[config.mk]
export PLATFORM = sky130hd
export DESIGN_NAME = nested_priority_interrupt_ctrl
export DESIGN_NICKNAME = d
export VERILOG_FILES = /design/src/design/nic_pkg.sv /design/src/design/nested_priority_interrupt_ctrl.sv
export VERILOG_INCLUDE_DIRS = /design/src /design/src/design
export SDC_FILE = /design/constraint.sdc
export NUM_CORES = 1
export LEC_CHECK = 0
export ABC_AREA = 1
export BUFFER_PORTS_ARGS = -buffer_cell sky130_fd_sc_hd__clkbuf_2
export CAP_MARGIN = 30
export CORE_ASPECT_RATIO = 0.5
export CORE_UTILIZATION = 30
export DETAILED_ROUTE_END_ITERATION = 16
export GPL_ROUTABILITY_DRIVEN = 0
export GPL_TIMING_DRIVEN = 0
export PLACE_DENSITY = 0.57
export SYNTH_ARGS = -nofsm -noshare
export SYNTH_HDL_FRONTEND = slang
export SYNTH_SLANG_ARGS = --single-unit
[constraint.sdc]
create_clock -name clk_i -period 11.91 [get_ports clk_i]
set_clock_uncertainty 0.15 [all_clocks]
set_input_delay 0.5955 -clock clk_i [delete_from_list [all_inputs] [get_ports clk_i]]
set_output_delay 0.5955 -clock clk_i [all_outputs]
set_load 0.02 [all_outputs]
[src/design/nic_cfg.svh]
`ifndef NIC_CFG_SVH
`define NIC_CFG_SVH
// How it works
// - Current level lives in two bits: 10 main, 01, 00, 11 interrupts disabled.
// - Sixteen fixed vectors at the top of memory, ordered by hardware priority.
// - A request is taken only at an instruction boundary, or at once while the core halts or waits.
// - Entry asks the core to push PC, X, A and the condition codes.
// - Entry loads the level bits from the serviced vector's stored priority.
// - After stacking the vector address is handed to the core for fetch.
// - Return restores the stacked level bits so the interrupted level resumes.
// - Highest software priority wins, ties go to the highest hardware priority.
// - Hardware priorities are unique, so one winner always comes out.
// - Unserviced edge and peripheral requests stay latched until they become the highest; level-sensed lines are not latched.
// - Maskable requests need enable and priority above the current level.
// - Reset, trap and pin interrupt ignore the level and set level 3.
// - Each non-maskable source wakes the core from halt.
// - The pin interrupt fires on a rising edge of its pin.
// - Trap is handled like the pin interrupt; the pin may preempt a trap.
// - Reset ranks above everything and starts code at level 3.
// - Edge requests are latched and cleared on handler entry; sense is selectable.
// - Selected pins of one group are NANDed into one request.
// - A peripheral request stands only while flag and enable are both set.
// - The flag-clearing sequence drops the request latch, losing pending work.
// - Any request wakes from wait, only halt-capable ones wake from halt.
// - Leaving halt, the first served request is the best halt-capable one, not the normal choice.
// - Writing the level 0 pattern into a priority field keeps the old value.
// - Raising a running vector's priority while pending re-enters its handler.

// Register offsets
`define NIC_OFS_PRIO0      8'h00
`define NIC_OFS_PRIO3      8'h03
`define NIC_OFS_MISC1      8'h04
`define NIC_OFS_MISC3      8'h05
`define NIC_OFS_STATUS     8'h06
`define NIC_OFS_PEND_LO    8'h07
`define NIC_OFS_PEND_HI    8'h08
// Level encodings
`define NIC_LVL0           2'b10
`define NIC_LVL3           2'b11
// Reset values
`define NIC_PRIO_RST       2'b11
`define NIC_MISC_RST       8'h00
// Vector addresses
`define NIC_VEC_RESET      16'hfffe
`define NIC_VEC_TRAP       16'hfffc
`define NIC_VEC_SLOT0      16'hfffa
// Slots wired to the three external lines, and halt exit capability per slot
`define NIC_EXT0_SLOT      2
`define NIC_EXT1_SLOT      6
`define NIC_EXT2_SLOT      9
`define NIC_HALT_CAP       14'b00_0110_0110_0111
`endif

[src/design/nic_pkg.sv]
package nic_pkg;
  typedef enum logic [1:0] {
    ST_RESET,
    ST_RUN,
    ST_STACK,
    ST_LOAD
  } ctl_state_t;

  // Events from the core, all one-cycle pulses except level
  typedef struct packed {
    logic       instr_done;
    logic       trap;
    logic       return_from_interrupt;
    logic       level_wr;
    logic       halt_enter;
    logic       wait_enter;
    logic       stack_done;
    logic [1:0] level;
  } core_evt_t;

  // Service commands to the core
  typedef struct packed {
    logic        stack_req;
    logic        pc_load;
    logic [15:0] vector;
  } svc_cmd_t;
endpackage

[src/design/nested_priority_interrupt_ctrl.sv]
// The strobed register port and the register offsets were decided locally.
`timescale 1ns/1ps
`include "nic_cfg.svh"
module nested_priority_interrupt_ctrl
(
  // Clock and reset
  input  wire logic              clk_i,
  input  wire logic              rst_b_i,
  // Register port
  input  wire logic [7:0]        reg_addr_i,
  input  wire logic [7:0]        reg_wdata_i,
  input  wire logic              reg_wr_i,
  input  wire logic              reg_rd_i,
  output logic      [7:0]        reg_rdata_o,
  // Core side
  input  wire nic_pkg::core_evt_t core_evt_i,
  output nic_pkg::svc_cmd_t      svc_cmd_o,
  output logic      [1:0]        cc_level_o,
  output logic                   halted_o,
  output logic                   waiting_o,
  // Peripheral sources, slots 1 to 13
  input  wire logic [13:1]       periph_flag_i,
  input  wire logic [13:1]       periph_en_i,
  input  wire logic [13:1]       periph_clr_i,
  // Pins
  input  wire logic              tli_pin_i,
  input  wire logic [5:0]        ext_pin_i
);

  // Two-bit level encoding to a rank, 0 lowest
  function automatic logic [1:0] lvl_rank(input logic [1:0] enc);
    logic [1:0] r;
    r = 2'h0;
    case (enc)
      2'b10:   r = 2'h0;
      2'b01:   r = 2'h1;
      2'b00:   r = 2'h2;
      default: r = 2'h3;
    endcase
    return r;
  endfunction

  nic_pkg::ctl_state_t state_reg;
  nic_pkg::ctl_state_t state_next;
  logic [1:0]          prio_reg [0:13];
  logic [7:0]          misc1_reg;
  logic [7:0]          misc3_reg;
  logic [1:0]          level_reg;
  logic [1:0]          level_next;
  logic                halted_reg;
  logic                waiting_reg;
  logic                trap_pend_reg;
  logic                tli_pend_reg;
  logic [13:1]         lat_reg;
  logic [13:1]         lat_next;
  logic [13:1]         pend;
  logic [6:0]          pin_meta_reg;
  logic [6:0]          pin_sync_reg;
  logic                tli_prev_reg;
  logic [2:0]          ext_prev_reg;
  logic [2:0]          ext_level;
  logic [2:0]          ext_evt;
  logic [2:0]          ext_is_level;
  logic [15:0]         sel_vec_reg;
  logic [1:0]          sel_lvl_reg;
  logic                sel_stack_reg;
  logic [3:0]          sel_idx_reg;
  logic                sel_mask_reg;
  logic                best_valid;
  logic [3:0]          best_idx;
  logic [1:0]          best_rank;
  logic                win_valid;
  logic [15:0]         win_vec;
  logic [1:0]          win_lvl;
  logic                take;
  logic                sleeping;
  logic                tli_edge;
  logic [13:0]         halt_cap;
  logic [7:0]          rd_mux;
  logic [13:0]         pend_all;

  assign halt_cap = `NIC_HALT_CAP;
  assign sleeping = halted_reg | waiting_reg;

  // Pins are asynchronous to the core clock, two flops before any use
  always_ff @(posedge clk_i)
  begin
    if (!rst_b_i)
    begin
      pin_meta_reg <= 7'h00;
      pin_sync_reg <= 7'h00;
    end
    else
    begin
      pin_meta_reg <= {tli_pin_i, ext_pin_i};
      pin_sync_reg <= pin_meta_reg;
    end
  end

  // Edge history on synchronised levels only
  always_ff @(posedge clk_i)
  begin
    if (!rst_b_i)
    begin
      tli_prev_reg <= 1'b0;
      ext_prev_reg <= 3'h0;
    end
    else
    begin
      tli_prev_reg <= pin_sync_reg[6];
      ext_prev_reg <= ext_level;
    end
  end

  assign tli_edge = pin_sync_reg[6] & ~tli_prev_reg;

  // External line conditioning: pin select in misc_config_three, sense in misc_config_one
  genvar e;
  generate
    for (e = 0; e < 3; e++)
    begin : g_ext
      logic [1:0] sel;
      logic [1:0] pins;
      logic [1:0] sense;
      assign sel   = misc3_reg[2*e +: 2];
      assign pins  = pin_sync_reg[2*e +: 2];
      assign sense = misc1_reg[2*e +: 2];
      // Request is high when any selected pin is low; nothing selected gives no request
      assign ext_level[e] = (|sel) & ~(&(pins | ~sel));
      // 00 level, 01 rising, 10 falling, 11 both edges
      assign ext_is_level[e] = (sense == 2'b00);
      assign ext_evt[e] = (sense[0] & ext_level[e] & ~ext_prev_reg[e]) |
                          (sense[1] & ~ext_level[e] & ext_prev_reg[e]);
    end
  endgenerate

  // Per slot request latches
  genvar s;
  generate
    for (s = 1; s < 14; s++)
    begin : g_slot
      localparam int EXT = (s == `NIC_EXT0_SLOT) ? 0 :
                           (s == `NIC_EXT1_SLOT) ? 1 :
                           (s == `NIC_EXT2_SLOT) ? 2 : 3;
      logic entry_clr;
      assign entry_clr = (state_reg == nic_pkg::ST_LOAD) & sel_mask_reg & (sel_idx_reg == 4'(s));
      if (EXT < 3)
      begin : g_ext_slot
        // Edge latch, cleared on handler entry; a new edge in that cycle wins
        assign lat_next[s] = ext_evt[EXT] | (lat_reg[s] & ~entry_clr);
        assign pend[s]     = ext_is_level[EXT] ? ext_level[EXT] : lat_reg[s];
      end
      else
      begin : g_per_slot
        // Latch follows flag and enable; the clear sequence drops it
        assign lat_next[s] = (periph_flag_i[s] & periph_en_i[s]) |
                             (lat_reg[s] & ~periph_clr_i[s]);
        assign pend[s]     = lat_reg[s] & periph_en_i[s] & periph_flag_i[s];
      end
    end
  endgenerate

  always_ff @(posedge clk_i)
  begin
    if (!rst_b_i)
      lat_reg <= 13'h0000;
    else
      lat_reg <= lat_next;
  end

  // Maskable arbitration: scanning downward lets equal ranks fall to lower slots
  always_comb
  begin
    best_valid = 1'b0;
    best_idx   = 4'h0;
    best_rank  = 2'h0;
    for (int i = 13; i >= 1; i--)
    begin
      if (pend[i] && (lvl_rank(prio_reg[i]) > lvl_rank(level_reg)) &&
          (!halted_reg || halt_cap[i]) &&
          (!best_valid || lvl_rank(prio_reg[i]) >= best_rank))
      begin
        best_valid = 1'b1;
        best_idx   = 4'(i);
        best_rank  = lvl_rank(prio_reg[i]);
      end
    end
  end

  // Non-maskable sources sit above every maskable one and ignore the level
  always_comb
  begin
    win_valid = 1'b1;
    win_vec   = `NIC_VEC_SLOT0;
    win_lvl   = `NIC_LVL3;
    if (trap_pend_reg)
      win_vec = `NIC_VEC_TRAP;
    else if (tli_pend_reg)
      win_vec = `NIC_VEC_SLOT0;
    else if (best_valid)
    begin
      win_vec = `NIC_VEC_SLOT0 - {11'h000, best_idx, 1'b0};
      win_lvl = prio_reg[best_idx];
    end
    else
      win_valid = 1'b0;
  end

  // Take only at an instruction boundary, or at once when the core sleeps
  assign take = (state_reg == nic_pkg::ST_RUN) & win_valid &
                (core_evt_i.instr_done | sleeping);

  // Service sequencer
  always_comb
  begin
    state_next = state_reg;
    case (state_reg)
      nic_pkg::ST_RESET: state_next = nic_pkg::ST_RUN;
      nic_pkg::ST_RUN:   if (take) state_next = nic_pkg::ST_STACK;
      nic_pkg::ST_STACK: if (core_evt_i.stack_done) state_next = nic_pkg::ST_LOAD;
      nic_pkg::ST_LOAD:  state_next = nic_pkg::ST_RUN;
      default:           state_next = nic_pkg::ST_RESET;
    endcase
  end

  always_ff @(posedge clk_i)
  begin
    if (!rst_b_i)
      state_reg <= nic_pkg::ST_RESET;
    else
      state_reg <= state_next;
  end

  // Capture the winner when taken
  always_ff @(posedge clk_i)
  begin
    if (!rst_b_i)
    begin
      sel_vec_reg   <= `NIC_VEC_RESET;
      sel_lvl_reg   <= `NIC_LVL3;
      sel_stack_reg <= 1'b0;
      sel_idx_reg   <= 4'h0;
      sel_mask_reg  <= 1'b0;
    end
    else if (take)
    begin
      sel_vec_reg   <= win_vec;
      sel_lvl_reg   <= win_lvl;
      sel_stack_reg <= 1'b1;
      sel_idx_reg   <= best_idx;
      sel_mask_reg  <= ~trap_pend_reg & ~tli_pend_reg;
    end
  end

  // Trap and pin latches; trap has priority so it is cleared first on entry
  always_ff @(posedge clk_i)
  begin
    if (!rst_b_i)
    begin
      trap_pend_reg <= 1'b0;
      tli_pend_reg  <= 1'b0;
    end
    else
    begin
      trap_pend_reg <= core_evt_i.trap | (trap_pend_reg & ~take);
      // A pin edge during a trap handler stays pending and preempts at level 3
      tli_pend_reg  <= tli_edge | (tli_pend_reg & ~(take & ~trap_pend_reg));
    end
  end

  // Level bits: entry, then return, then software loads, then sleep entry
  always_comb
  begin
    level_next = level_reg;
    if (state_reg == nic_pkg::ST_RESET)
      level_next = `NIC_LVL3;
    else if (state_reg == nic_pkg::ST_LOAD)
      level_next = sel_lvl_reg;
    else if (core_evt_i.return_from_interrupt)
      level_next = core_evt_i.level;
    else if (core_evt_i.level_wr)
      level_next = core_evt_i.level;
    else if (core_evt_i.halt_enter | core_evt_i.wait_enter)
      level_next = `NIC_LVL0;
  end

  always_ff @(posedge clk_i)
  begin
    if (!rst_b_i)
      level_reg <= `NIC_LVL3;
    else
      level_reg <= level_next;
  end

  // Low power state: taking a request is the wake-up
  always_ff @(posedge clk_i)
  begin
    if (!rst_b_i)
    begin
      halted_reg  <= 1'b0;
      waiting_reg <= 1'b0;
    end
    else if (take)
    begin
      halted_reg  <= 1'b0;
      waiting_reg <= 1'b0;
    end
    else
    begin
      if (core_evt_i.halt_enter)
        halted_reg <= 1'b1;
      if (core_evt_i.wait_enter)
        waiting_reg <= 1'b1;
    end
  end

  // Commands to the core; reset loads the vector with no stacking
  always_ff @(posedge clk_i)
  begin
    if (!rst_b_i)
      svc_cmd_o <= '0;
    else
    begin
      svc_cmd_o.stack_req <= take;
      svc_cmd_o.pc_load   <= (state_reg == nic_pkg::ST_LOAD) ||
                             (state_reg == nic_pkg::ST_RESET);
      if (state_reg == nic_pkg::ST_RESET)
        svc_cmd_o.vector <= `NIC_VEC_RESET;
      else if (state_reg == nic_pkg::ST_LOAD)
        svc_cmd_o.vector <= sel_vec_reg;
    end
  end

  // Software registers; a level 0 pattern leaves that field alone
  always_ff @(posedge clk_i)
  begin
    if (!rst_b_i)
    begin
      for (int k = 0; k < 14; k++)
        prio_reg[k] <= `NIC_PRIO_RST;
      misc1_reg <= `NIC_MISC_RST;
      misc3_reg <= `NIC_MISC_RST;
    end
    else if (reg_wr_i)
    begin
      if (reg_addr_i <= `NIC_OFS_PRIO3)
      begin
        for (int k = 0; k < 4; k++)
        begin
          if ((4 * int'(reg_addr_i) + k < 14) && (reg_wdata_i[2*k +: 2] != `NIC_LVL0))
            prio_reg[4 * int'(reg_addr_i) + k] <= reg_wdata_i[2*k +: 2];
        end
      end
      if (reg_addr_i == `NIC_OFS_MISC1)
        misc1_reg <= reg_wdata_i;
      if (reg_addr_i == `NIC_OFS_MISC3)
        misc3_reg <= reg_wdata_i;
    end
  end

  assign pend_all = {pend, tli_pend_reg};

  // Read selection; the top of the last priority register reads as ones
  always_comb
  begin
    rd_mux = 8'h00;
    case (reg_addr_i)
      8'h00: rd_mux = {prio_reg[3], prio_reg[2], prio_reg[1], prio_reg[0]};
      8'h01: rd_mux = {prio_reg[7], prio_reg[6], prio_reg[5], prio_reg[4]};
      8'h02: rd_mux = {prio_reg[11], prio_reg[10], prio_reg[9], prio_reg[8]};
      `NIC_OFS_PRIO3:   rd_mux = {4'hf, prio_reg[13], prio_reg[12]};
      `NIC_OFS_MISC1:   rd_mux = misc1_reg;
      `NIC_OFS_MISC3:   rd_mux = misc3_reg;
      `NIC_OFS_STATUS:  rd_mux = {3'h0, (state_reg != nic_pkg::ST_RUN), waiting_reg,
                                  halted_reg, level_reg};
      `NIC_OFS_PEND_LO: rd_mux = pend_all[7:0];
      `NIC_OFS_PEND_HI: rd_mux = {1'b0, trap_pend_reg, pend_all[13:8]};
      default:          rd_mux = 8'h00;
    endcase
  end

  // Read data stands only in the cycle after the strobe
  always_ff @(posedge clk_i)
  begin
    if (!rst_b_i)
      reg_rdata_o <= 8'h00;
    else
      reg_rdata_o <= reg_rd_i ? rd_mux : 8'h00;
  end

  // Mirror flops for the core side
  always_ff @(posedge clk_i)
  begin
    if (!rst_b_i)
    begin
      cc_level_o <= `NIC_LVL3;
      halted_o   <= 1'b0;
      waiting_o  <= 1'b0;
    end
    else
    begin
      cc_level_o <= level_next;
      halted_o   <= halted_reg & ~take;
      waiting_o  <= waiting_reg & ~take;
    end
  end

endmodule

# [After elaboration in Yosys (flattened, before gate mapping)]
# Memories as Yosys holds them, arrays and structs flattened.
# Cells that the tools add are included.
[totals] register_bits=106 ram_bits=28 in_bits=75 out_inout_bits=30 memories=1
[memory_table] memory="prio_reg" words=14 width=2 read_ports=15 rd_ports_with_merged_regs=0 write_ports=14 line="nested_priority_interrupt_ctrl.sv:45" text="logic [1:0] prio_reg [0:13];"
[classes] n_addsub=4 n_lt_le_gt_ge=30 eq_ne=49 muxes=107 n_bitwise=126 reduce_logical=100
[ops] op="$lt A32 B5 Y1 const B" count=3
[ops] op="$pmux W2 S3" count=15
[ops] op="$mux W16" count=5
[ops] op="$pmux W8 S9" count=1
[ops] op="$and A1 B1 Y1" count=71
[ops] op="$mux W4" count=17
[ops] op="$mux W2" count=25
[ops] op="$mux W1" count=44
[ops] op="$logic_and A1 B1 Y1" count=36
[ops] op="$logic_not A2 Y1" count=18
[ops] op="$eq A2 B2 Y1 const B" count=16
[ops] op="$eq A8 B3 Y1 const B" count=4
[ops] op="$eq A2 B1 Y1 const B" count=15
[ops] op="$not A1 Y1" count=28
[ops] op="$gt A2 B2 Y1" count=13
[ops] op="$ge A2 B2 Y1" count=12
[ops] op="$add A10 B2 Y11 const B" count=2
[ops] op="$or A1 B1 Y1" count=21
[ops] op="$reduce_or A2 Y1" count=10
[ops] op="$eq A8 B2 Y1 const B" count=2
[ops] op="$reduce_and A2 Y1" count=7
[ops] op="$logic_not A1 Y1" count=13
[ops] op="$logic_or A1 B1 Y1" count=13
[ops] op="$ne A2 B2 Y1 const B" count=6
[ops] op="15 further kinds" count=19

# [Logic depth before layout (Yosys ltp)]
# An unclocked memory read counts as a cell.
[logic_depth] word_depth=64 depth_mapped=116 ltp_nobuf=115

# [Least setup slack after synthesis]
# OpenSTA, ideal clock, no wires.
[synth_path] path_kind="reg2reg" from="reg, netlist name cc_level_o[1]" to="reg sel_vec_reg[4]" setup_time_ns=0.115 arrival_ns=12.974 slack_ns=-1.330 stages_incl_launch_ff=104 n_path_buf=1 period_less_slack_ns=13.240 path_cell_list="dfxtp_1 inv_1 ha_1 or2_2 ha_1 nand2_1 nand2_2 nor2_4 nand2_4 nor2_1 inv_1 ha_1 nand2_1 nand2_1 nor2_1 nand3_1 nand2_1 nand2_1 (+68 left out) ha_1 o21ai_0 nand3b_1 nand2_1 clkbuf_1 o21ai_0 ha_1 o21ai_0 nand3b_1 nand2_2 nand2_1 nor2_1 nand2_1 inv_1 ha_1 xor2_1 o22ai_1 inv_1"
[synth_lines] element="end signal, assigned" line="nested_priority_interrupt_ctrl.sv:239" text="sel_vec_reg <= `NIC_VEC_RESET;"
[synth_lines] element="end signal, assigned" line="nested_priority_interrupt_ctrl.sv:247" text="sel_vec_reg <= win_vec;"
[synth_lines] element="end, declared" line="nested_priority_interrupt_ctrl.sv:64" text="logic [15:0] sel_vec_reg;"

==> impl_metrics.ini <==
[clock_tree]
holdBufCountCts = 0
numClockSinks = 117
cts.clk_slew.worst_paths_ns = 0.06
clk_latency_ns = 0.43
cts_htree_levels = 4
cts_buffer_depth = 2
cts_made_buffers = 17
cts_tree = done
cts-root-buf = clkbuf_16

[placement]
portBuffers = 93
place_area_sq_um = 8470
post-place-ws_ns = -1.96
hpwl_mm = 18.3

[final_layout]
drive_gt1_share_pct = 31.7
nets = 1354
num-fill-cells = 2392
fin_util_pct = 42.9
design_area_sq_um = 10400
diodes = 0
largest_reg_flops = 32
multi_input_area_sq_um = 4630
final_common_cell = inv_1
layout.area.seq_sq_um = 2670
syn_to_final_growth_pct = 39.3
layout_common_cells = 160 x inv_1, 147 x nand2_1, 95 x buf_4, 93 x clkbuf_2, 83 x dfxtp_1

[status]
status = complete, but fails checks
violations = setup timing

[worst_setup_path]
arrival_ns = 13.13
end_kind = flop
start_kind = flop
critPathRequiredTime_ns = 12.14
crit_fanout = 10
slowest_delay_ns = 0.37
slowest_stage = dfxtp_4
worst-setup-path-type = reg -> reg
crit_top_cell = nand2_2

[sta]
slew_viol_final = 0
fin_crit_sh_pct = 108
fmax_ghz = 0.0775
tightest_slew_ns = 1.00
hold_viol = 0
rsz0062_at_grt = true
period_needed_ns = 12.91
relSlewSlack_pct = 33.1
setup_slack_ns = -0.998
setup_viol = 10

[grt]
antenna_found_initial = 0
grt_util_all_layers_pct = 20.1
grt_max_degree = 17
globalRoute.totalOverflow = 0
grt_pass1_wl_mm = 39.0
grt_pass1_vias = 7340

[logic_synthesis]
synthFlopType = dfxtp_1
synth_area_sq_um = 7440
syn_inst = 993
ys_seq_area_share_pct = 35.8
async_reset_ff_share_pct = 0
synth_area_per_cell_sq_um = 7.49
synth-edff-count = 32
yosys_register_bits = 117
ys_warn_count = 0
netlist-cell-type-count = 51

[die]
core-area_sq_um = 24200
core.rowCount = 40
die_h_microns = 113
initial_utilization_pct = 30.8
die_w_microns = 225
dieArea_sq_um = 25500
ioPinCount = 105

[drt]
via_per_inst = 4.96
drt-total-wl_mm = 25.6
wl_per_cell_microns = 16.5
drt_iter0_markers = 622
firstDrtPassIters = 9
drc_errors = 0
dr_total_vias = 7677
ant_nets = 0

[run]
max_cap_viol_count = 0

[power]
power_density_nw_per_um2 = 137
irDropWorstVdd_uv = 101
p_leak_nw = 4.87

[worst_hold_path]
hold_path.class = in -> reg
## kinds of logic (layout without fill, tap and decap cells)
group | after synthesis | in the layout | synth area share, %
adder cells (fa/ha/maj) | 79 | 79 | 13.3
AO/OA/AOI/OAI | 184 | 184 | 14.4
other | 1 | 5 | 0.0504
buffers and inverters | 203 | 419 | 11.0
XOR/XNOR | 1 | 1 | 0.118
flip-flops | 117 | 117 | 35.8
AND/OR/NAND/NOR | 408 | 408 | 25.3
## critical path, delay by kind of cell, from the launching register on
family,cells,cell delay [ns]
buffers and inverters,16,1.06
adder cells (fa/ha/maj),14,3.46
AO/OA/AOI/OAI,21,2.14
AND/OR/NAND/NOR,58,5.57
flip-flops,1,0.37
## power by group
group | internal (W) | total [W] | switching (W)
Clock | 0.000329 | 0.000537 | 0.000207
Sequential | 0.000439 | 0.000464 | 0.0000256
Combinational | 0.000163 | 0.000416 | 0.000252
## worst paths after layout
path,from,depth (start not counted),slack (ns),endpoint
max,cc_level_o[1],109,-1.0,sel_lvl_reg[0]
min reg2reg,pin_meta_reg[6],2,0.26,pin_sync_reg[6]
min,ext_pin_i[0],3,0.20,pin_meta_reg[0]
max reg2reg,cc_level_o[1],109,-1.0,sel_lvl_reg[0]
## cell type report
class,count,share of cell area (%)
Timing Repair Buffer,184,11.3
Buffer,26,1.69
Tap cell,336,4.06
Sequential cell,117,25.8
Multi-Input combinational cell,677,44.7
Inverter,177,6.65
Clock inverter,12,1.34
Clock buffer,20,4.51
## per-stage QoR
step                hold slack, ns  std cells  TNS (ns)  total power, W
global route                 0.208       1549    -15.13         0.00148
floorplan                    0.240        997     -1.01        0.000711
global placement             0.248       1426    -12.17        0.000807
finish                       0.201       1549     -8.17         0.00142
CTS                          0.191       1531     -3.80         0.00140
detailed placement           0.245       1427    -16.43        0.000820
## synthesized netlist by cell type, types with 5 or more instances
| library cell | instances | area (sq um) |
|---|---|---|
| nand2_4 | 5 | 56.3 |
| ha_1 | 79 | 988 |
| o21ai_0 | 62 | 310 |
| buf_4 | 10 | 75.1 |
| o221ai_1 | 5 | 43.8 |
| a31oi_1 | 6 | 37.5 |
| nand2_2 | 20 | 125 |
| nand3b_1 | 8 | 60.1 |
| a221oi_1 | 6 | 52.6 |
| dfxtp_1 | 85 | 1700 |
| nor3_1 | 11 | 55.1 |
| o22ai_1 | 17 | 106 |
| inv_1 | 172 | 646 |
| edfxtp_1 | 32 | 961 |
| a21oi_1 | 63 | 315 |
| nor2_1 | 85 | 319 |
| nand3_2 | 9 | 90.1 |
| nand3_1 | 78 | 390 |
| clkbuf_1 | 13 | 48.8 |
| nand2_1 | 174 | 653 |
## layer usage
layer	vias up	GRT usage [%]	part of all wire, %
met4	0	8.07	3.4
met2	308	33.4	46
met5	-	0	0
li1	3695	-	-
met3	64	3.19	6.9
met1	3610	26.1	43
## timing repair
action	CTS	global route
resized for setup	89	45
setup buffers	72	18
setup endpoints to repair	10	10
pin swaps	74	72
Power figures use the tool's default switching activity.
